`config.mk`:
```
export PLATFORM = sky130hd
export DESIGN_NAME = dimming_mode_select_pwm_ref
export DESIGN_NICKNAME = d
export VERILOG_FILES = /design/src/hw/dimming_pkg.sv /design/src/hw/ref_filter_if.sv /design/src/hw/ref_lpf.sv /design/src/hw/dimming_mode_select_pwm_ref.sv
export VERILOG_INCLUDE_DIRS = /design/src /design/src/hw
export SDC_FILE = /design/constraint.sdc
export NUM_CORES = 1
export LEC_CHECK = 0
export ABC_AREA = 1
export BUFFER_PORTS_ARGS = -buffer_cell sky130_fd_sc_hd__clkbuf_2
export CORE_UTILIZATION = 45
export DETAILED_ROUTE_END_ITERATION = 6
export PLACE_DENSITY = 0.71
export SYNTH_ARGS = -nofsm -noshare
export SYNTH_HDL_FRONTEND = slang
export SYNTH_SLANG_ARGS = --single-unit
```
`constraint.sdc`:
```
create_clock -name ref_clk -period 8.15 [get_ports ref_clk]
set_input_delay 0.4075 -clock ref_clk [delete_from_list [all_inputs] [get_ports ref_clk]]
set_output_delay 0.4075 -clock ref_clk [all_outputs]
set_load 0.02 [all_outputs]
```
`src/hw/dimming_defs.svh`:
```
// constants for dimming mode selection and pwm reference gating
// assumes a 25 MHz block clock; counts derive from the times below
`ifndef DIMMING_DEFS_SVH
`define DIMMING_DEFS_SVH

// clock period of ref_clk
`define CLK_PERIOD_NS               40

// detection delay after the enabling edge (least time, round up)
`define ONEWIRE_DETECT_DELAY_NS     100000
`define ONEWIRE_DETECT_DELAY_CYC    ((`ONEWIRE_DETECT_DELAY_NS + `CLK_PERIOD_NS - 1) / `CLK_PERIOD_NS)

// low time the host must exceed (least time, round up)
`define ONEWIRE_LOW_DETECT_TIME_NS  260000
`define ONEWIRE_LOW_DETECT_CYC      ((`ONEWIRE_LOW_DETECT_TIME_NS + `CLK_PERIOD_NS - 1) / `CLK_PERIOD_NS)

// detection window from the enabling edge (longest time, round down)
`define ONEWIRE_DETECT_WINDOW_NS    1000000
`define ONEWIRE_DETECT_WINDOW_CYC   (`ONEWIRE_DETECT_WINDOW_NS / `CLK_PERIOD_NS)

// low time that shuts the device down (least time, round up)
`define SHUTDOWN_LOW_TIME_NS        2500000
`define SHUTDOWN_LOW_CYC            ((`SHUTDOWN_LOW_TIME_NS + `CLK_PERIOD_NS - 1) / `CLK_PERIOD_NS)

// full-scale feedback reference in millivolts
`define FULL_SCALE_MV               8'hc8
`define REF_W                       8
`define CNT_W                       17

// low-pass filter: fraction bits and shift of the first-order step
`define LPF_FRAC                    8
`define LPF_SHIFT                   8

`endif

```
`src/hw/dimming_pkg.sv`:
```
// types shared by the dimming mode selector and its reference filter
// assumes dimming_defs.svh sits on the include path
`include "dimming_defs.svh"

package dimming_pkg;

    typedef enum logic { MODE_PWM, MODE_ONEWIRE } dim_mode_t;

    typedef enum logic [1:0] { ST_OFF, ST_DETECT, ST_RUN } ctrl_state_t;

    typedef logic [`CNT_W-1:0] cnt_t;
    typedef logic [`REF_W-1:0] mv_t;

endpackage

```
`src/hw/ref_filter_if.sv`:
```
// carrier between the mode selector and the reference low-pass filter
// assumes both ends run on the same clock
`timescale 1ns/100ps
`default_nettype none

interface ref_filter_if;
    import dimming_pkg::*;

    mv_t target; // gated reference, millivolts
    mv_t level;  // smoothed reference, millivolts

    modport src  (output target, input level);
    modport filt (input target, output level);
endinterface

`default_nettype wire

```
`src/hw/ref_lpf.sv`:
```
// first-order low-pass filter that smooths the gated reference
// assumes target changes on ref_clk; output comes from a register
`timescale 1ns/100ps
`default_nettype none
`include "dimming_defs.svh"

module ref_lpf #(
    parameter int SHIFT = `LPF_SHIFT
) (
    input  wire logic   ref_clk,
    input  wire logic   rst,
    ref_filter_if.filt  f
);
    import dimming_pkg::*;

    localparam int AW = `REF_W + `LPF_FRAC;

    typedef struct packed {
        logic [AW-1:0] acc;
    } lpf_state_t;

    lpf_state_t          s_q;
    lpf_state_t          s_d;
    logic signed [AW+1:0] diff;
    logic signed [AW+1:0] step;

    // move the accumulator a fraction of the way toward the target
    always_comb
    begin
        s_d  = s_q;
        diff = $signed({2'b00, f.target, `LPF_FRAC'(0)}) - $signed({2'b00, s_q.acc});
        // round away from zero so the level settles exactly on target
        if (diff > 0)
            step = (diff + $signed((AW+2)'((1 << SHIFT) - 1))) >>> SHIFT;
        else
            step = diff >>> SHIFT;
        s_d.acc = s_q.acc + step[AW-1:0];
    end

    always_ff @(posedge ref_clk)
    begin
        if (rst)
            s_q <= '0;
        else
            s_q <= s_d;
    end

    assign f.level = s_q.acc[AW-1 -: `REF_W];
endmodule // ref_lpf

`default_nettype wire

```
`src/hw/dimming_mode_select_pwm_ref.sv`:
```
// dimming mode selection from the control pin and pwm reference gating
// assumes ctrl_pin is asynchronous; onewire_ref_mv comes from the
// one-wire command decoder on ref_clk; rst is the power-on reset
//
// Function
// - the device runs in pwm dimming unless one-wire entry is seen during start-up.
// - the dimming mode is picked again on every start from shutdown from the pin waveform.
// - a rising edge on the control pin enables the device and starts one-wire detection.
// - one-wire entry needs the pin low longer than 260 us after a 100 us delay from enable.
// - that low period must complete before the 1 ms detection window closes.
// - the detection window is timed from the first rising edge after shutdown.
// - once all three conditions hold, one-wire mode is entered with no further wait.
// - one-wire commands are accepted right after entry, even inside the window.
// - the selected mode stays locked until shutdown and a fresh start.
// - holding the pin low for 2.5 ms shuts the device down; raising it restarts.
// - in pwm mode a pin held high yields the full-scale 200 mV reference.
// - in pwm mode the reference is gated by the pin, averaging to duty times 200 mV.
// - the gated reference is low-pass filtered so the led current stays dc.
`timescale 1ns/100ps
`default_nettype none
`include "dimming_defs.svh"

module dimming_mode_select_pwm_ref #(
    parameter int LOW_DETECT_CYC = `ONEWIRE_LOW_DETECT_CYC,
    parameter int WINDOW_CYC     = `ONEWIRE_DETECT_WINDOW_CYC,
    parameter int SHUTDOWN_CYC   = `SHUTDOWN_LOW_CYC,
    parameter int LPF_SHIFT      = `LPF_SHIFT
) (
    input  wire logic              ref_clk,
    input  wire logic              rst,
    input  wire logic              ctrl_pin,
    input  wire dimming_pkg::mv_t  onewire_ref_mv,
    output logic                   device_enable,
    output dimming_pkg::dim_mode_t dimming_mode,
    output logic                   onewire_active,
    output logic                   onewire_entered,
    output dimming_pkg::mv_t       feedback_reference
);
    import dimming_pkg::*;

    localparam int DELAY_CYC = `ONEWIRE_DETECT_DELAY_CYC;

    typedef struct packed {
        logic        sync1;    // first synchroniser stage
        logic        sync2;    // second synchroniser stage
        logic        prev;     // pin one cycle later, for edges
        ctrl_state_t st;
        dim_mode_t   mode;
        logic        en;
        logic        ow_act;
        logic        ow_pulse;
        cnt_t        win;      // cycles since the enabling edge
        cnt_t        lo;       // consecutive low cycles
        cnt_t        det;      // low cycles counted after the delay
        mv_t         tgt;      // gated reference to the filter
    } sel_state_t;

    sel_state_t   s_q;
    sel_state_t   s_d;
    logic         rise;
    logic         det_hit;
    logic         win_end;
    logic         shut;
    ref_filter_if rf ();

    // saturating increment keeps long lows from wrapping
    function automatic cnt_t inc_sat(input cnt_t c);
        inc_sat = (c == '1) ? c : c + cnt_t'(1);
    endfunction

    // next-state logic for synchroniser, mode selection and gating
    always_comb
    begin
        s_d          = s_q;
        s_d.sync1    = ctrl_pin;
        s_d.sync2    = s_q.sync1;
        s_d.prev     = s_q.sync2;
        s_d.ow_pulse = 1'b0;
        rise         = s_q.sync2 & ~s_q.prev;
        det_hit      = 1'b0;
        win_end      = 1'b0;
        shut         = 1'b0;

        // low-time counter used for shutdown
        s_d.lo = s_q.sync2 ? '0 : inc_sat(s_q.lo);

        unique case (s_q.st)
            ST_OFF:
            begin
                s_d.en     = 1'b0;
                s_d.ow_act = 1'b0;
                if (rise)
                begin
                    // enable and start the window on this edge
                    s_d.st   = ST_DETECT;
                    s_d.en   = 1'b1;
                    s_d.mode = MODE_PWM;
                    s_d.win  = '0;
                    s_d.det  = '0;
                end
            end
            ST_DETECT:
            begin
                s_d.win = inc_sat(s_q.win);
                // only lows after the delay count toward entry
                if (s_q.win >= cnt_t'(DELAY_CYC) && !s_q.sync2)
                    s_d.det = inc_sat(s_q.det);
                else
                    s_d.det = '0;
                det_hit = s_d.det > cnt_t'(LOW_DETECT_CYC);
                win_end = s_d.win >= cnt_t'(WINDOW_CYC);
                if (det_hit)
                begin
                    // enter one-wire at once, window still open
                    s_d.st       = ST_RUN;
                    s_d.mode     = MODE_ONEWIRE;
                    s_d.ow_act   = 1'b1;
                    s_d.ow_pulse = 1'b1;
                end
                else if (win_end)
                begin
                    s_d.st   = ST_RUN;
                    s_d.mode = MODE_PWM;
                end
            end
            ST_RUN:
            begin
                // mode held; nothing to do until shutdown
                s_d.mode = s_q.mode;
            end
        endcase

        // a long low shuts down from any enabled state
        if (s_q.st != ST_OFF && s_d.lo > cnt_t'(SHUTDOWN_CYC))
        begin
            shut       = 1'b1;
            s_d.st     = ST_OFF;
            s_d.en     = 1'b0;
            s_d.mode   = MODE_PWM;
            s_d.ow_act = 1'b0;
            s_d.ow_pulse = 1'b0;
        end

        // gate the reference with the pin in pwm mode
        if (s_d.st == ST_OFF)
            s_d.tgt = '0;
        else if (s_d.mode == MODE_ONEWIRE)
            s_d.tgt = onewire_ref_mv;
        else if (s_q.sync2)
            s_d.tgt = `FULL_SCALE_MV;
        else
            s_d.tgt = '0;
    end

    // state register, power-on reset to the off state
    always_ff @(posedge ref_clk)
    begin
        if (rst)
        begin
            s_q      <= '0;
            s_q.st   <= ST_OFF;
            s_q.mode <= MODE_PWM;
        end
        else
        begin
            s_q <= s_d;
        end
    end

    // smoothing filter for the gated reference
    assign rf.target = s_q.tgt;

    ref_lpf #(
        .SHIFT (LPF_SHIFT)
    ) u_lpf (
        .ref_clk (ref_clk),
        .rst     (rst),
        .f       (rf.filt)
    );

    // outputs straight from registers
    assign device_enable      = s_q.en;
    assign dimming_mode       = s_q.mode;
    assign onewire_active     = s_q.ow_act;
    assign onewire_entered    = s_q.ow_pulse;
    assign feedback_reference = rf.level;
endmodule // dimming_mode_select_pwm_ref

`default_nettype wire

```
==> flow_metrics.env, run 1 <==
export IMPL_hold_depth=3
export IMPL_skew_ns=0.00640
export IMPL_crit_arrival_ns=5.21
export IMPL_maxCapViolations=0
export IMPL_layout_commonest_cell="nand2_1"
export IMPL_fin_setup_tns_ns=0
export IMPL_drtAntennaViolNets=0
export IMPL_grt_first_pass_wirelength_um=25600
export IMPL_nets=1058
export IMPL_avgSynthCellArea_um2=6.23
export IMPL_synth_seq_cells=84
export IMPL_tightest_slew_ns=1.07
export IMPL_clock_fmax_mhz=201
export IMPL_multi_input_area_mm2=0.00395
export IMPL_worst_setup_path_start_kind="register"
export IMPL_post_cts_setup_buffers=0
export IMPL_p_per_area_mw_per_mm2=351
export IMPL_grt_max_degree=57
export IMPL_syn_cell_area_mm2=0.00628
export IMPL_period_minus_slack_ns=4.98
export IMPL_worstPathMaxFanout=7
export IMPL_fin_cells=1196
export IMPL_crit_path_end_kind="register"
export IMPL_vias=6187
export IMPL_regArea_mm2=0.00168
export IMPL_placedCellCount=1180
export IMPL_drt_initial_drc_count=342
export IMPL_hold_slack_ns=0.250
export IMPL_core_area_mm2=0.0134
export IMPL_htree_num_levels=3
export IMPL_initial_utilization_pct=46.9
export IMPL_postSynthCellCount=1008
export IMPL_period_share_pct=61.1
export IMPL_clkTransAtPathRegs_ns=0.06
export IMPL_slew_headroom_pct=27.9
export IMPL_grt_setup_unrepaired="no"
export IMPL_synth_edf_count=0
export IMPL_cp_required_ns=8.38
export IMPL_synth_main_ff_cell="dfxtp_1"
export IMPL_status="complete, no violations"
export IMPL_cts_resized=0
export IMPL_die_y_um=120
export IMPL_route_detailed_drc=0
export IMPL_peakVddDrop_uv=170
export IMPL_gp_congestion=0.913
export IMPL_clk_latency_ns=0.35
export IMPL_cts_root_buffer="clkbuf_16"
export IMPL_rows=42
export IMPL_worstRegToRegCells=17
export IMPL_cts_buffers=9
export IMPL_wl_per_cell_um=12.5
export IMPL_io_pins=23
export IMPL_wl_um=15000
export IMPL_dr_pass1_iters=6
export IMPL_cts_buffer_depth=2
export IMPL_synth_warning_count=0
export IMPL_synthArstFlopShare_pct=0
export IMPL_hold_buffers=0
export IMPL_grt_pass1_vias=5580
export IMPL_fillCellCount=1378
export IMPL_drive_above_1_share_pct=7.16
export IMPL_tritoncts="yes"
export IMPL_hold_viol=0
export IMPL_die_area_mm2=0.0144
export IMPL_vias_per_cell=5.17
export IMPL_n_antenna_cell=0
export IMPL_layout_common_cells="nand2_1 (270), inv_1 (126), nor2_1 (125)"
export IMPL_slew_viol_final=0
export IMPL_dp_hpwl_um=10900
export IMPL_synthesis_nets=1051
export IMPL_syn2layout_area_growth_pct=7.63
export IMPL_final_setup_viol_count=0
export IMPL_yosysSeqAreaShare_pct=26.8
export IMPL_hold_class="in -> reg"
export IMPL_port_buffers=22
export IMPL_die_w_um=120
export IMPL_path_class="reg -> reg"
export IMPL_yosysUniqueCellTypes=44
export IMPL_grt_usage_pct=21.9
export IMPL_clock_sinks=84
export IMPL_p_leak_nw=2.92
export IMPL_overflow=0
export IMPL_antenna_found_initial=0
[cells in the mapped netlist (all sizes together), types with 10 or more instances]
master | instances | area (um^2)
nand4 | 28 | 175
ha | 31 | 388
nand3 | 77 | 413
o21ai | 43 | 215
xor2 | 30 | 263
nand2 | 279 | 1080
buf | 19 | 129
a21oi | 78 | 390
dfxtp | 84 | 1680
clkbuf | 10 | 37.5
nor2 | 132 | 531
nor3 | 18 | 105
inv | 129 | 484
[metrics by stage]
step | total power, mW | worst slack, ns | area, um^2 | utilization [%]
floorplan | 1.68 | 4.34 | 6280 | -
global placement | 1.95 | 3.25 | 6470 | 48.3
detailed placement | 1.96 | 3.33 | 6470 | 48.3
CTS | 2.37 | 3.21 | 6760 | 50.4
global route | 2.62 | 2.62 | 6760 | 50.4
finish | 2.37 | 3.17 | 6760 | 50.4
[state kept, by name (all words and copies together) (netlist names)]
register,flops
device_enable,1
dimming_mode,1
onewire_active,1
onewire_entered,1
rf.target,8
s_d,2
s_q,54
u_lpf.s_q,16
[layer usage]
| layer | vias to the layer above | routed length, um | part of all wire [%] | global-route usage (%) |
|---|---|---|---|---|
| met3 | 16 | 791 | 5.3 | 4.71 |
| li1 | 3272 | - | - | - |
| met1 | 2747 | 7230 | 48 | 29.0 |
| met2 | 152 | 6820 | 46 | 36.1 |
| met5 | - | 0 | 0 | 0 |
| met4 | 0 | 123 | 0.82 | 4.84 |
[worst max-delay path, stage by stage, from the launching register on]
cell,delay (ns)
dfxtp_1,0.40
inv_1,0.07
ha_1,0.30
inv_1,0.09
o21ai_0,0.35
a31oi_1,0.18
o311ai_1,0.90
nand4_1,0.41
nor3_1,0.30
xor2_1,0.13
ha_1,0.40
a21oi_1,0.10
nor2_1,0.09
a211oi_1,0.06
o311ai_0,0.65
a31oi_1,0.20
o21ai_0,0.20
a21oi_1,0.05
[cell families (layout without fill, tap and decap cells)]
logic type	Yosys count	count (layout)	share of synthesized area (%)
buffers and inverters	158	170	10.4
AND/OR/NAND/NOR	557	557	39.2
flip-flops	84	84	26.8
XOR/XNOR	39	39	5.44
AO/OA/AOI/OAI	138	138	11.7
adder cells (fa/ha/maj)	32	32	6.50
[where the power goes]
| group | switching [mW] | leakage, nW | internal, mW |
|---|---|---|---|
| clock network | 0.169 | 0.138 | 0.231 |
| registers | 0.0647 | 0.683 | 0.475 |
| logic | 0.945 | 2.09 | 0.490 |
| total | 1.18 | 2.92 | 1.20 |
[area by class of cell]
cell class | instances | share of cell area (%)
timing repair buffer | 25 | 1.96
clock buffer | 13 | 4.00
inverter | 129 | 7.17
multi-input combinational | 766 | 58.4
sequential | 84 | 24.9
clock inverter | 3 | 0.296
tap | 176 | 3.26
[path summary, 6_finish.rpt]
kind / startpoint / slack, ns / endpoint
min reg2reg: s_d[66] / 0.41 / s_d[65]
max reg2reg: u_lpf.s_q[9] / 3.17 / u_lpf.s_q[13]
min: ctrl_pin / 0.25 / s_d[66]
max: u_lpf.s_q[9] / 3.17 / u_lpf.s_q[13]
Note: power is estimated with default switching activity, not from simulation.
==> run 2, diff against run 1 <==
--- a/config.mk
+++ b/config.mk
@@ -6,7 +6,7 @@
 export SDC_FILE = /design/constraint.sdc
 export NUM_CORES = 1
 export LEC_CHECK = 0
-export ABC_AREA = 1
+export ABC_AREA = 0
 export BUFFER_PORTS_ARGS = -buffer_cell sky130_fd_sc_hd__clkbuf_2
 export CORE_UTILIZATION = 45
 export DETAILED_ROUTE_END_ITERATION = 6
==> constraint.sdc (replaced) <==
create_clock -name ref_clk -period 4.7 [get_ports ref_clk]
set_input_delay 0.235 -clock ref_clk [delete_from_list [all_inputs] [get_ports ref_clk]]
set_output_delay 0.235 -clock ref_clk [all_outputs]
set_load 0.02 [all_outputs]
==> flow_metrics.env, run 2 <==
export IMPL_status="complete, no violations"
export IMPL_intPower_mw=1.77
export IMPL_clock_fmax_mhz=224
export IMPL_grt_max_degree=59
export IMPL_port_buffers=22
export IMPL_hp_start="ctrl_pin"
export IMPL_clk_latency_ns=0.34
export IMPL_cts_buffers=9
export IMPL_hold_viol=0
export IMPL_core_area_mm2=0.0129
export IMPL_drive_above_1_share_pct=11.8
export IMPL_synth_warning_count=0
export IMPL_largest_reg_flops=54
export IMPL_dr_pass1_iters=5
export IMPL_synth_seq_cells=84
export IMPL_clock_sinks=84
export IMPL_syn_cell_area_mm2=0.00605
export IMPL_nets=833
export IMPL_period_minus_slack_ns=4.46
export IMPL_synth_main_ff_cell="dfxtp_1"
export IMPL_io_pins=23
export IMPL_drtAntennaViolNets=0
export IMPL_worstRegToRegCells=22
export IMPL_worst_setup_path_start_kind="register"
export IMPL_grt_usage_pct=20.8
export IMPL_synthArstFlopShare_pct=0
export IMPL_path_class="reg -> reg"
export IMPL_postSynthCellCount=789
export IMPL_hold_class="in -> reg"
export IMPL_initial_utilization_pct=47.0
export IMPL_syn2layout_area_growth_pct=9.37
export IMPL_die_area_mm2=0.0139
export IMPL_layout_commonest_cell="nor2_1"
export IMPL_synth_edf_count=0
export IMPL_yosysSeqAreaShare_pct=27.8
export IMPL_maxCapViolations=0
export IMPL_synthesis_nets=832
export IMPL_avgSynthCellArea_um2=7.67
export IMPL_clkTransAtPathRegs_ns=0.07
export IMPL_die_w_um=118
export IMPL_hold_buffers=0
export IMPL_rows=41
export IMPL_yosysUniqueCellTypes=76
export IMPL_worstPathMaxFanout=4
export IMPL_route_detailed_drc=0
export IMPL_p_total_mw=2.86
export IMPL_peakVddDrop_uv=231
export IMPL_period_share_pct=94.9
export IMPL_n_antenna_cell=0
export IMPL_synth_top_area_share_pct=27.8
export IMPL_hold_depth=2
export IMPL_reg2reg_setup_slack_ns=0.24
export IMPL_layout_common_cells="nor2_1 (93), dfxtp_1 (84), a21oi_1 (58)"
export IMPL_crit_path_end_kind="register"
export IMPL_synth_largest_area_cell="dfxtp_1"
export IMPL_placed_cell_area_mm2=0.00623
export IMPL_cp_required_ns=4.93
export IMPL_slew_viol_final=0
export IMPL_wl_um=14300
export IMPL_slew_headroom_pct=36.1
export IMPL_grt_first_pass_wirelength_um=24400
export IMPL_crit_arrival_ns=4.69
export IMPL_wl_per_cell_um=14.8
export IMPL_design_area_mm2=0.00662
export IMPL_synth_top_cells_by_area="dfxtp_1 (28%), ha_1 (6.4%), nor2_1 (5.8%)"
export IMPL_vias_per_cell=5.86
export IMPL_cts_root_buffer="clkbuf_16"
export IMPL_die_y_um=118
export IMPL_switching_share_pct=38.2
export IMPL_skew_ns=0.00972
export IMPL_top_register="s_q"
export IMPL_yosysMostFrequentCell="nor2_1"
export IMPL_p_comb_share_pct=46.4
export IMPL_r2r_start="u_lpf.s_q[1]"
export IMPL_final_setup_viol_count=0
export IMPL_gp_congestion=0.849
export IMPL_reg2reg_to="u_lpf.s_q[14]"
export IMPL_dp_hpwl_um=9820
export IMPL_htree_num_levels=3
export IMPL_overflow=0
export IMPL_netlist_top_cells_count="nor2_1 (93), dfxtp_1 (84), a21oi_1 (59), nand2_1 (54), o21ai_0 (37)"
export IMPL_drt_initial_drc_count=424
export IMPL_hold_path_end="s_d[66]"
export IMPL_tritoncts="yes"
export IMPL_final_core_util_pct=51.4
export IMPL_vias=5663
export IMPL_p_seq_share_pct=29.8
export IMPL_grt_pass1_vias=5172
export IMPL_tightest_slew_ns=0.955
export IMPL_antenna_found_initial=0
export IMPL_switchingPower_mw=1.09
export IMPL_p_leak_nw=2.41
export IMPL_cts_buffer_depth=2
export IMPL_clock_power_share_pct=23.8
export IMPL_p_per_area_mw_per_mm2=432
[run 2: power groups by stage]
stage / combinational [mW] / clock (mW) / sequential (mW)
floorplan: 0.961 / 0 / 0.846
global placement: 1.18 / 0 / 0.863
detailed placement: 1.18 / 0 / 0.863
CTS: 1.20 / 0.696 / 0.848
global route: 1.48 / 0.726 / 0.862
finish: 1.33 / 0.681 / 0.852
[run 2: final cells by class]
type / instances / area, um^2
repair buffers: 42 / 260
inverters: 31 / 116
multi-input cells: 622 / 4060
flip-flops and latches: 84 / 1680
clock buffers: 10 / 239
clock inverters: 6 / 47.5
well taps: 172 / 215
fillers: 1230 / 6260
[run 2: kinds of logic after synthesis]
group / after synthesis / share of synthesized area (%)
AO/OA/AOI/OAI: 210 / 23.2
XOR/XNOR: 41 / 5.93
adder cells (fa/ha/maj): 32 / 6.74
buffers and inverters: 83 / 6.16
flip-flops: 84 / 27.8
multiplexers: 9 / 1.53
AND/OR/NAND/NOR: 330 / 28.6
[run 2: layer usage]
layer,share of wire (%),vias up,GRT usage [%]
li1,-,2903,-
met1,49,2622,28.2
met2,46,126,33.8
met3,4.0,12,3.63
met4,0.95,0,5.29
met5,0,-,0
[run 2: per-stage QoR]
stage	TNS, ns	setup slack, ns	cells	hold slack [ns]
2_1_floorplan	0	0.117	789	0.363
3_3_place_gp	0	0.0392	946	0.420
6_report	0	0.240	967	0.107
5_1_grt	-0.0469	-0.0259	967	0.102
4_1_cts	0	0.0369	962	0.0946
3_5_place_dp	-0.0911	-0.0911	946	0.424
[run 2: how the worst max path moves through the flow]
stage                         end    startpoint  slack, ns  cells past startpoint
finish              u_lpf.s_q[14]  u_lpf.s_q[1]       0.24                     22
CTS                 u_lpf.s_q[14]  u_lpf.s_q[1]       0.04                     22
global placement    u_lpf.s_q[15]  u_lpf.s_q[0]       0.04                     21
floorplan           u_lpf.s_q[14]  u_lpf.s_q[1]       0.12                     22
detailed placement  u_lpf.s_q[14]  u_lpf.s_q[1]      -0.09                     22
global route        u_lpf.s_q[15]  u_lpf.s_q[1]      -0.03                     20
[run 2: timing repair]
action / in CTS / in global routing
gates resized for setup: 3 / 14
pin swaps: 0 / 6
buffers inserted: 0 / 5
setup endpoints to repair: 2 / 5
[run 2: critical path: stages (launching register included)]
cell and delay [ns]:
dfxtp_1 0.33, inv_1 0.06, ha_1 0.21, nor3b_2 0.17, a41o_1 0.25, a21oi_2 0.19, o21ai_1 0.12, o41ai_2 0.38
o21ai_2 0.15, nand2_2 0.11, xnor2_1 0.13, ha_1 0.19, inv_1 0.06, fa_1 0.39, nor2b_2 0.14, o21ai_0 0.10
a21oi_1 0.20, o21ai_1 0.13, a21boi_2 0.23, o2111ai_2 0.15, a31oi_2 0.25, a31oi_1 0.11, mux2_2 0.29
